--- src/logic/drf_pkg.sv ---
/*
 package of constants for the dram command core: register map, field
 positions, reset values, timing counts and command/burst enums.
 assumes a 50 MHz core clock that samples every memory pin.
*/
// Summary of operation
// [RQ1] A12 low picks the four-beat chopped burst, high the eight-beat burst.
// [RQ2] A12 steers burst length only; never part of the column address.
// [RQ3] bad strobe timing may corrupt that write's words only, nothing else.
// [RQ4] one write byte mask bit per eight data lines, sampled like data.
// [RQ5] write byte mask is ignored during reads.
// [RQ6] refresh decodes on CS, RAS, CAS low, WE high; one per refresh.
// [RQ7] controller precharges all banks for row precharge time before refresh.
// [RQ8] refresh row comes from an internal counter; address pins are ignored.
// [RQ9] after a refresh cycle all banks are precharged and idle.
// [RQ10] only no-operation or deselect until refresh cycle time elapses.
// [RQ11] refreshes average one per interval; at most eight postponed.
// [RQ12] at most eight refreshes pulled in; extra ones earn no credit.
// [RQ13] controller clears postponed refreshes before self-refresh entry.
// [RQ14] self-refresh entry is refresh decode with clock enable low; stay low.
// [RQ15] controller precharges and turns termination off before entry.
// [RQ16] loop enabled by mode A0 zero: off on entry, reset and relock on exit; core uses CTRL bit 0 instead.
// [RQ17] in self-refresh only clock enable and reset count; refresh internally.
// [RQ18] controller holds self-refresh the minimum pulse; clock stable before exit.
// [RQ19] exit is clock enable high with no-op; commands wait exit delays.
// [RQ20] controller sends no-ops during exit delay, keeps enable high, termination off.
// [RQ21] controller waits exit delay and issues one extra refresh before re-entry.
// [RQ22] impedance calibration after exit may be needed; advisory.
// [RQ23] controller keeps a refresh debt counter bounded between minus and plus eight.
package drf_pkg;
   localparam int CLK_NS = 20;
   localparam logic [7:0] OFS_CTRL = 8'h00;
   localparam logic [7:0] OFS_STATUS = 8'h04;
   localparam logic [7:0] OFS_REFRESH = 8'h08;
   localparam int CTRL_LOOP_OFF_BIT = 0;
   localparam logic CTRL_LOOP_OFF_RST = 1'h0;
   localparam int ST_SELF_REF_BIT = 0;
   localparam int ST_LOCKED_BIT = 1;
   localparam int ST_REF_BUSY_BIT = 2;
   localparam int ST_CHOP_BIT = 3;
   localparam int ST_TERM_BIT = 4;
   localparam int ST_BANKS_LSB = 8;
   localparam int RF_ROW_LSB = 0;
   localparam int RF_COUNT_LSB = 16;
   localparam logic LOCKED_RST = 1'h1;
   localparam int REFRESH_CYCLE_NS = 110;
   localparam int REFRESH_CYC = (REFRESH_CYCLE_NS + CLK_NS - 1) / CLK_NS;
   localparam int AVG_INTERVAL_NS = 7800;
   localparam int AVG_INTERVAL_CYC = AVG_INTERVAL_NS / CLK_NS;
   localparam int MIN_CKE_PULSE_NS = 5;
   localparam int SR_FIRST_CYC = (MIN_CKE_PULSE_NS / CLK_NS) < 1 ? 1 : MIN_CKE_PULSE_NS / CLK_NS;
   localparam int LOOP_LOCK_CYC = 512;
   localparam int BEATS_CHOP = 4;
   localparam int BEATS_FULL = 8;
   localparam int ADDR_W = 14;
   localparam int BANK_W = 3;
   localparam int BANKS = 8;
   localparam int DQ_W = 16;
   localparam int MASK_W = DQ_W / 8;
   localparam int COL_W = 4;
   localparam int MEM_DEPTH = 16;
   localparam int ROW_W = 13;
   localparam int BURST_BIT = 12;
   localparam int PRE_ALL_BIT = 10;
   typedef enum logic [3:0] {
      CMD_DESEL = 4'h0, CMD_NOP = 4'h1, CMD_ACT = 4'h2, CMD_PRE = 4'h3, CMD_REF = 4'h4,
      CMD_SRE = 4'h5, CMD_RD = 4'h6, CMD_WR = 4'h7, CMD_MRS = 4'h8, CMD_OTHER = 4'h9
   } drf_cmd_e;
   typedef enum logic [1:0] {
      BST_IDLE = 2'h0, BST_WRITE = 2'h1, BST_READ = 2'h2
   } drf_burst_e;
endpackage

--- src/logic/drf_dram_core.sv ---
/*
 command side of a synchronous dram: burst length on the fly, write byte
 masking, periodic and internal self refresh, locked-loop state, and an
 ahb-lite register slave. all memory pins, including the link clock ck,
 are sampled by clk through two flip-flops; ck must be slow against clk.
*/
`timescale 1ns/1ps
module drf_dram_core (
   input wire logic clk,
   input wire logic rstn,
   input wire logic hsel,
   input wire logic [31:0] haddr,
   input wire logic [1:0] htrans,
   input wire logic hwrite,
   input wire logic [2:0] hsize,
   input wire logic [31:0] hwdata,
   input wire logic hready,
   output logic hreadyout,
   output logic [31:0] hrdata,
   output logic hresp,
   input wire logic ck,
   input wire logic cke,
   input wire logic csN,
   input wire logic rasN,
   input wire logic casN,
   input wire logic weN,
   input wire logic resetN,
   input wire logic termCtrlPin,
   input wire logic [13:0] addr,
   input wire logic [2:0] ba,
   input wire logic [15:0] dq,
   input wire logic [1:0] writeByteMask,
   output logic [15:0] rdData,
   output logic rdValid,
   output logic selfRefresh,
   output logic dllLocked
);
   localparam int PIN_W = 8 + drf_pkg::ADDR_W + drf_pkg::BANK_W + drf_pkg::DQ_W + drf_pkg::MASK_W;

   function automatic drf_pkg::drf_cmd_e decodeCmd(input logic c, r, a, w, e);
      if (c) return drf_pkg::CMD_DESEL;
      unique case ({r, a, w})
         3'h7: return drf_pkg::CMD_NOP;
         3'h3: return drf_pkg::CMD_ACT;
         3'h2: return drf_pkg::CMD_PRE;
         // [RQ6] refresh decode
         3'h1: return e ? drf_pkg::CMD_REF : drf_pkg::CMD_SRE;
         3'h5: return drf_pkg::CMD_RD;
         3'h4: return drf_pkg::CMD_WR;
         3'h0: return drf_pkg::CMD_MRS;
         default: return drf_pkg::CMD_OTHER;
      endcase
   endfunction

   logic [PIN_W-1:0] pinMeta_q;
   logic [PIN_W-1:0] pinSync_q;
   logic ckPrev_q;

   always_ff @(posedge clk) begin
      if (!rstn) begin
         pinMeta_q <= '0;
         pinSync_q <= '0;
         ckPrev_q <= 1'b0;
      end else begin
         pinMeta_q <= {ck, cke, csN, rasN, casN, weN, resetN, termCtrlPin, addr, ba, dq, writeByteMask};
         pinSync_q <= pinMeta_q;
         ckPrev_q <= pinSync_q[PIN_W-1];
      end
   end

   logic sCk, sCke, sCsN, sRasN, sCasN, sWeN, sResetN, sTerm;
   logic [13:0] sAddr;
   logic [2:0] sBa;
   logic [15:0] sDq;
   logic [1:0] sMask;
   assign {sCk, sCke, sCsN, sRasN, sCasN, sWeN, sResetN, sTerm, sAddr, sBa, sDq, sMask} = pinSync_q;

   logic ctrlLoopOff_q, ctrlLoopOff_d;
   logic wrPend_q, wrPend_d;
   logic [7:0] wrOfs_q, wrOfs_d;
   logic [31:0] hrdata_q, hrdata_d;
   logic selfRef_q, selfRef_d;
   logic locked_q, locked_d;
   logic [9:0] lockCnt_q, lockCnt_d;
   logic [8:0] srTimer_q, srTimer_d;
   logic [3:0] refBusy_q, refBusy_d;
   logic [12:0] row_q, row_d;
   logic [15:0] refCount_q, refCount_d;
   logic [7:0] bankOpen_q, bankOpen_d;
   drf_pkg::drf_burst_e burst_q, burst_d;
   logic [3:0] beatsLeft_q, beatsLeft_d;
   logic [3:0] col_q, col_d;
   logic chop_q, chop_d;
   logic [15:0] rdData_q, rdData_d;
   logic rdValid_q, rdValid_d;
   logic [15:0] mem_q [drf_pkg::MEM_DEPTH];
   logic [15:0] mem_d [drf_pkg::MEM_DEPTH];

   always_comb begin
      drf_pkg::drf_cmd_e cmd;
      logic addrPhase;
      logic ckRise;
      cmd = decodeCmd(sCsN, sRasN, sCasN, sWeN, sCke);
      addrPhase = hsel & htrans[1] & hready;
      ckRise = sCk & ~ckPrev_q;
      ctrlLoopOff_d = ctrlLoopOff_q;
      wrPend_d = addrPhase & hwrite;
      wrOfs_d = haddr[7:0];
      hrdata_d = 32'h0;
      selfRef_d = selfRef_q;
      locked_d = locked_q;
      lockCnt_d = lockCnt_q;
      srTimer_d = srTimer_q;
      refBusy_d = refBusy_q;
      row_d = row_q;
      refCount_d = refCount_q;
      bankOpen_d = bankOpen_q;
      burst_d = burst_q;
      beatsLeft_d = beatsLeft_q;
      col_d = col_q;
      chop_d = chop_q;
      rdData_d = rdData_q;
      rdValid_d = 1'b0;
      mem_d = mem_q;

      // register slave: read data latched in the address phase
      if (addrPhase && !hwrite) begin
         unique case (haddr[7:0])
            drf_pkg::OFS_CTRL: hrdata_d[drf_pkg::CTRL_LOOP_OFF_BIT] = ctrlLoopOff_q;
            drf_pkg::OFS_STATUS: begin
               hrdata_d[drf_pkg::ST_SELF_REF_BIT] = selfRef_q;
               hrdata_d[drf_pkg::ST_LOCKED_BIT] = locked_q;
               hrdata_d[drf_pkg::ST_REF_BUSY_BIT] = refBusy_q != 4'h0;
               hrdata_d[drf_pkg::ST_CHOP_BIT] = chop_q;
               // termination is off in self-refresh whatever the pin says
               hrdata_d[drf_pkg::ST_TERM_BIT] = sTerm & ~selfRef_q;
               hrdata_d[drf_pkg::ST_BANKS_LSB +: 8] = bankOpen_q;
            end
            drf_pkg::OFS_REFRESH: begin
               hrdata_d[drf_pkg::RF_ROW_LSB +: 13] = row_q;
               hrdata_d[drf_pkg::RF_COUNT_LSB +: 16] = refCount_q;
            end
            default: hrdata_d = 32'h0;
         endcase
      end
      if (wrPend_q && wrOfs_q == drf_pkg::OFS_CTRL) begin
         ctrlLoopOff_d = hwdata[drf_pkg::CTRL_LOOP_OFF_BIT];
      end

      // relock countdown after a loop reset
      if (lockCnt_q != 10'h0) begin
         lockCnt_d = lockCnt_q - 10'h1;
         if (lockCnt_q == 10'h1) begin
            locked_d = 1'b1;
         end
      end

      if (refBusy_q != 4'h0) begin
         refBusy_d = refBusy_q - 4'h1;
         // [RQ9] banks idle after refresh
         if (refBusy_q == 4'h1) begin
            bankOpen_d = 8'h0;
         end
      end

      if (!sResetN) begin
         selfRef_d = 1'b0;
         bankOpen_d = 8'h0;
         burst_d = drf_pkg::BST_IDLE;
         beatsLeft_d = 4'h0;
         refBusy_d = 4'h0;
      end else if (selfRef_q) begin
         // [RQ17] internal timer refresh; command pins and ck unused
         if (srTimer_q == 9'h0) begin
            srTimer_d = 9'(drf_pkg::AVG_INTERVAL_CYC - 1);
            row_d = row_q + 13'h1;
            refCount_d = refCount_q + 16'h1;
         end else begin
            srTimer_d = srTimer_q - 9'h1;
         end
         // [RQ16] exit relocks the loop
         if (sCke) begin
            selfRef_d = 1'b0;
            if (!ctrlLoopOff_q) begin
               lockCnt_d = 10'(drf_pkg::LOOP_LOCK_CYC);
            end
         end
      end else if (ckRise) begin
         if (burst_q != drf_pkg::BST_IDLE) begin
            if (burst_q == drf_pkg::BST_WRITE) begin
               // [RQ4] byte lanes masked; [RQ3] bad timing only hits this word
               for (int i = 0; i < drf_pkg::MASK_W; i++) begin
                  if (!sMask[i]) begin
                     mem_d[col_q][8*i +: 8] = sDq[8*i +: 8];
                  end
               end
            end else begin
               // [RQ5] mask not consulted on reads
               rdData_d = mem_q[col_q];
               rdValid_d = 1'b1;
            end
            col_d = col_q + 4'h1;
            beatsLeft_d = beatsLeft_q - 4'h1;
            if (beatsLeft_q == 4'h1) begin
               burst_d = drf_pkg::BST_IDLE;
            end
         end
         unique case (cmd)
            drf_pkg::CMD_ACT: bankOpen_d[sBa] = 1'b1;
            drf_pkg::CMD_PRE: begin
               if (sAddr[drf_pkg::PRE_ALL_BIT]) begin
                  bankOpen_d = 8'h0;
               end else begin
                  bankOpen_d[sBa] = 1'b0;
               end
            end
            // [RQ8] internal row counter, address ignored
            drf_pkg::CMD_REF: begin
               refBusy_d = 4'(drf_pkg::REFRESH_CYC);
               row_d = row_q + 13'h1;
               refCount_d = refCount_q + 16'h1;
            end
            // [RQ14] entry with enable low
            drf_pkg::CMD_SRE: begin
               selfRef_d = 1'b1;
               srTimer_d = 9'(drf_pkg::SR_FIRST_CYC - 1);
               burst_d = drf_pkg::BST_IDLE;
               beatsLeft_d = 4'h0;
               // [RQ16] loop off on entry
               if (!ctrlLoopOff_q) begin
                  locked_d = 1'b0;
                  lockCnt_d = 10'h0;
               end
            end
            drf_pkg::CMD_RD, drf_pkg::CMD_WR: begin
               burst_d = cmd == drf_pkg::CMD_RD ? drf_pkg::BST_READ : drf_pkg::BST_WRITE;
               // [RQ1] burst length per command
               chop_d = ~sAddr[drf_pkg::BURST_BIT];
               beatsLeft_d = sAddr[drf_pkg::BURST_BIT] ? 4'(drf_pkg::BEATS_FULL) : 4'(drf_pkg::BEATS_CHOP);
               // [RQ2] column from low bits only
               col_d = sAddr[drf_pkg::COL_W-1:0];
            end
            default: begin
            end
         endcase
      end
   end

   always_ff @(posedge clk) begin
      if (!rstn) begin
         ctrlLoopOff_q <= drf_pkg::CTRL_LOOP_OFF_RST;
         wrPend_q <= 1'b0;
         wrOfs_q <= 8'h0;
         hrdata_q <= 32'h0;
         selfRef_q <= 1'b0;
         locked_q <= drf_pkg::LOCKED_RST;
         lockCnt_q <= 10'h0;
         srTimer_q <= 9'h0;
         refBusy_q <= 4'h0;
         row_q <= 13'h0;
         refCount_q <= 16'h0;
         bankOpen_q <= 8'h0;
         burst_q <= drf_pkg::BST_IDLE;
         beatsLeft_q <= 4'h0;
         col_q <= 4'h0;
         chop_q <= 1'b0;
         rdData_q <= 16'h0;
         rdValid_q <= 1'b0;
         for (int i = 0; i < drf_pkg::MEM_DEPTH; i++) begin
            mem_q[i] <= 16'h0;
         end
      end else begin
         ctrlLoopOff_q <= ctrlLoopOff_d;
         wrPend_q <= wrPend_d;
         wrOfs_q <= wrOfs_d;
         hrdata_q <= hrdata_d;
         selfRef_q <= selfRef_d;
         locked_q <= locked_d;
         lockCnt_q <= lockCnt_d;
         srTimer_q <= srTimer_d;
         refBusy_q <= refBusy_d;
         row_q <= row_d;
         refCount_q <= refCount_d;
         bankOpen_q <= bankOpen_d;
         burst_q <= burst_d;
         beatsLeft_q <= beatsLeft_d;
         col_q <= col_d;
         chop_q <= chop_d;
         rdData_q <= rdData_d;
         rdValid_q <= rdValid_d;
         mem_q <= mem_d;
      end
   end

   // zero wait state slave, always okay; hsize unused, word access only
   logic hreadyout_q;
   logic hresp_q;
   always_ff @(posedge clk) begin
      if (!rstn) begin
         hreadyout_q <= 1'b0;
         hresp_q <= 1'b0;
      end else begin
         hreadyout_q <= 1'b1;
         hresp_q <= 1'b0;
      end
   end

   assign hreadyout = hreadyout_q;
   assign hresp = hresp_q;
   assign hrdata = hrdata_q;
   assign rdData = rdData_q;
   assign rdValid = rdValid_q;
   assign selfRefresh = selfRef_q;
   assign dllLocked = locked_q;
endmodule // drf_dram_core

--- config.mk ---
export PLATFORM = sky130hd
export DESIGN_NAME = drf_dram_core
export DESIGN_NICKNAME = d
export VERILOG_FILES = /design/src/logic/drf_pkg.sv /design/src/logic/drf_dram_core.sv
export SDC_FILE = /design/constraint.sdc
export NUM_CORES = 1
export LEC_CHECK = 0
export ABC_AREA = 0
export BUFFER_PORTS_ARGS = -buffer_cell sky130_fd_sc_hd__buf_4
export CORE_UTILIZATION = 55
export CTS_CLUSTER_SIZE = 14
export DETAILED_ROUTE_END_ITERATION = 6
export GPL_TIMING_DRIVEN = 0
export HOLD_SLACK_MARGIN = 0.08
export PLACE_DENSITY = 0.83
export SLEW_MARGIN = 20
export SYNTH_ARGS = -nofsm -noshare
export SYNTH_HDL_FRONTEND = slang
export SYNTH_SLANG_ARGS = --single-unit
--- constraint.sdc ---
create_clock -name clk -period 5.8 [get_ports clk]
set_clock_uncertainty 0.15 [all_clocks]
set_input_delay 0.29 -clock clk [delete_from_list [all_inputs] [get_ports clk]]
set_output_delay 0.29 -clock clk [all_outputs]
set_load 0.05 [all_outputs]
==> impl_metrics.py <==
metrics = {
    "run_status": {
        "status": "finished clean",
    },
    "power": {
        "p_seq_share_pct": 48.9,
        "internal_power_mw": 5.17,
        "swShare_pct": 22.0,
        "clkPwrFrac_pct": 45.5,
        "peakVddDrop_mv": 0.231,
        "switchingPower_mw": 1.46,
        "power.density_nw_per_um2": 305,
        "power.leakage_nw": 7.47,
        "combPwrFrac_pct": 5.5,
    },
    "clocking": {
        "cts.clk_slew.worst_paths_ns": 0.06,
        "cts_buffer_depth": 3,
        "clockRootBuffer": "clkbuf_16",
        "htreeDepth": 2,
        "cts.sinks": 460,
        "clock_latency_ns": 0.55,
        "numCtsBuffers": 45,
        "cts_tree": "built",
        "cts_setup_buffers": 0,
    },
    "global_routing": {
        "antenna_found_initial": 2,
        "grt_max_degree": 15,
        "grt_pass1_vias": 16000,
        "overflow": 0,
        "grt_pass1_wl_microns": 83900,
        "grt_usage_pct": 31.4,
    },
    "sta": {
        "fin_setup_tns_ns": 0,
        "max_freq_ghz": 0.250,
        "setup_viol": 0,
        "grt_setup_unrepaired": "no",
        "setup_ws_ns": 1.81,
        "slew_viol_final": 0,
        "fin_crit_sh_pct": 68.8,
        "period_minus_slack_ns": 3.99,
        "hold_viol": 0,
        "relSlewSlack_pct": 33.8,
        "worst_pin_slew_ns": 0.986,
    },
    "die": {
        "start_util_pct": 56.2,
        "rows": 66,
        "io_pins": 170,
        "die_h_microns": 185,
        "core_sq_um": 32700,
        "die-area_sq_um": 34100,
        "die_width_microns": 185,
    },
    "placed_design": {
        "place.gp.congestion": 0.930,
        "portBuffers": 100,
        "place_hpwl_microns": 36600,
        "place_area_sq_um": 19700,
        "dp.cells": 2536,
        "dp_slack_ns": 2.00,
    },
    "drt": {
        "drtAntennaViolNets": 0,
        "firstDrtPassIters": 6,
        "drt_iter0_drc": 2061,
        "drc": 0,
        "via_per_inst": 6.21,
        "wl_per_cell_microns": 20.2,
        "wirelength_microns": 53900,
        "via_count": 16600,
    },
    "critical_path": {
        "slowest_delay_ns": 0.58,
        "critical_path_required_ns": 6.07,
        "path_class": "flop to flop",
        "crit_arrival_ns": 4.26,
        "cp-start-kind": "flop",
        "cp_common_cell": "clkbuf_1",
        "worst-path-max-fanout": 11,
        "reg2regPathDepth": 11,
        "path_cells": "buf_2 -> buf_2 -> inv_1 -> clkbuf_1 -> ha_1 -> nor2b_1 -> clkbuf_1 -> nand2_1 -> clkbuf_1 -> nand3_1 -> o21ai_0",
        "critPathCaptureType": "flop",
        "cp_slowest_cell": "clkbuf_1",
    },
    "cells_and_area": {
        "finish.utilization_pct": 66.3,
        "fin_nets": 2320,
        "finalNonFillerCells": 2666,
        "drive_gt1_share_pct": 12.5,
        "mostFrequentLayoutCells": "dfxtp_1, nand3_1, nand2_1",
        "synthToLayoutAreaGrowth_pct": 18.0,
        "stdcell_area_sq_um": 21700,
        "final_common_cell": "dfxtp_1",
    },
    "logic_synthesis": {
        "synth_top_cell_area_share_pct": 50.1,
        "synth_top_area_cell": "dfxtp_1",
        "ys_warn_count": 0,
        "synthTopCellsByArea": "dfxtp_1, mux4_2, nand3_1",
        "synth_ff_type": "dfxtp_1",
        "syn_area_sq_um": 18400,
        "synth_seq_area_share_pct": 50.1,
        "synth_seq_cells": 460,
        "synth_edf_count": 0,
        "synth_nets": 2125,
        "ys_async_sr_fraction_pct": 0,
        "synth_area_per_cell_sq_um": 9.22,
        "ys_types": 63,
        "synthCells": 1994,
    },
    "flow_run": {
        "maxCapViolCount": 0,
    },
    "worst_hold_path": {
        "holdPathStages": 2,
        "min_path_type": "input port to flop",
    },
}
## critical path: cells and delay by family, from the launching register on
family | cells | cell delay [ns]
buffers and inverters | 6 | 2.15
AND/OR/NAND/NOR | 3 | 0.83
flip-flops | 1 | 0.33
adder cells (fa/ha/maj) | 1 | 0.28
AO/OA/AOI/OAI | 1 | 0.10
## power by group through the flow
| stage | Clock (mW) | Sequential [mW] | Combinational (mW) |
|---|---|---|---|
| floorplan | 0 | 3.30 | 0.229 |
| global placement | 0 | 3.30 | 0.323 |
| detailed placement | 0 | 3.31 | 0.331 |
| CTS | 3.02 | 3.24 | 0.359 |
| global route | 3.16 | 3.24 | 0.405 |
| finish | 3.02 | 3.24 | 0.367 |
## metal layers
layer | vias up | global-route usage, % | share of wire, %
met5 | - | 0 | 0.020
met1 | 7789 | 39.4 | 38
met4 | 2 | 15.0 | 4.6
met3 | 230 | 6.43 | 11
met2 | 1105 | 51.7 | 47
li1 | 7432 | - | -
## sequential cells by signal, summed over array words and instances, names as in the netlist, 9 cells and up
register,cells
lockCnt_q,10
hrdata,32
rdData,16
row_q,13
pinSync_q,35
mem_q,256
refCount_q,16
srTimer_q,9
pinMeta_q,35
## through the flow
step	power [mW]	hold slack, ns
2_1_floorplan	3.53	0.168
3_5_place_dp	3.64	0.257
6_report	6.62	0.260
3_3_place_gp	3.63	0.252
4_1_cts	6.61	0.239
5_1_grt	6.81	0.262
## final timing paths
check | slack [ns] | to | from
min reg2reg | 0.28 | pinSync_q[22] | pinMeta_q[22]
max reg2reg | 1.81 | mem_q[55] | col_q[1]
min | 0.26 | hreadyout | rstn
max | 1.81 | mem_q[55] | col_q[1]
## timing repair
item                                    in CTS  in global routing
gates resized for setup                      0                  0
endpoints found under the setup margin       0                  0
hold endpoints to repair                    54                  0
hold buffers                                48                  0
## synth_stat cells, drive strengths merged (8+ instances only)
master	instances
a2111oi	11
a211oi	15
a21oi	166
a22oi	12
and2	111
buf	43
clkbuf	109
dfxtp	460
ha	14
inv	21
mux4	64
nand2	234
nand3	281
nand4	9
nor2	99
nor2b	17
nor3	28
nor3b	8
nor4	8
o21ai	154
o221ai	11
o22ai	16
or3	11
xnor2	29
## cells by family after synthesis
group / synth area share, %
fa+ha+maj: 0.953
simple gates: 22.7
flops: 50.1
xor+xnor: 1.43
compound gates: 12.9
buf+inv: 3.78
other cells: 0.0204
mux: 8.17
## area by class of cell
type | instances | area, sq um
Fill cell | 2525 | 11000
Sequential cell | 460 | 9210
Multi-Input combinational cell | 1360 | 8470
Clock buffer | 70 | 1340
Timing Repair Buffer | 148 | 1230
Buffer | 152 | 612
Tap cell | 442 | 553
Clock inverter | 11 | 188
Inverter | 22 | 82.6
Antenna cell | 1 | 2.50
No activity file was read; power rests on OpenSTA's default activity.
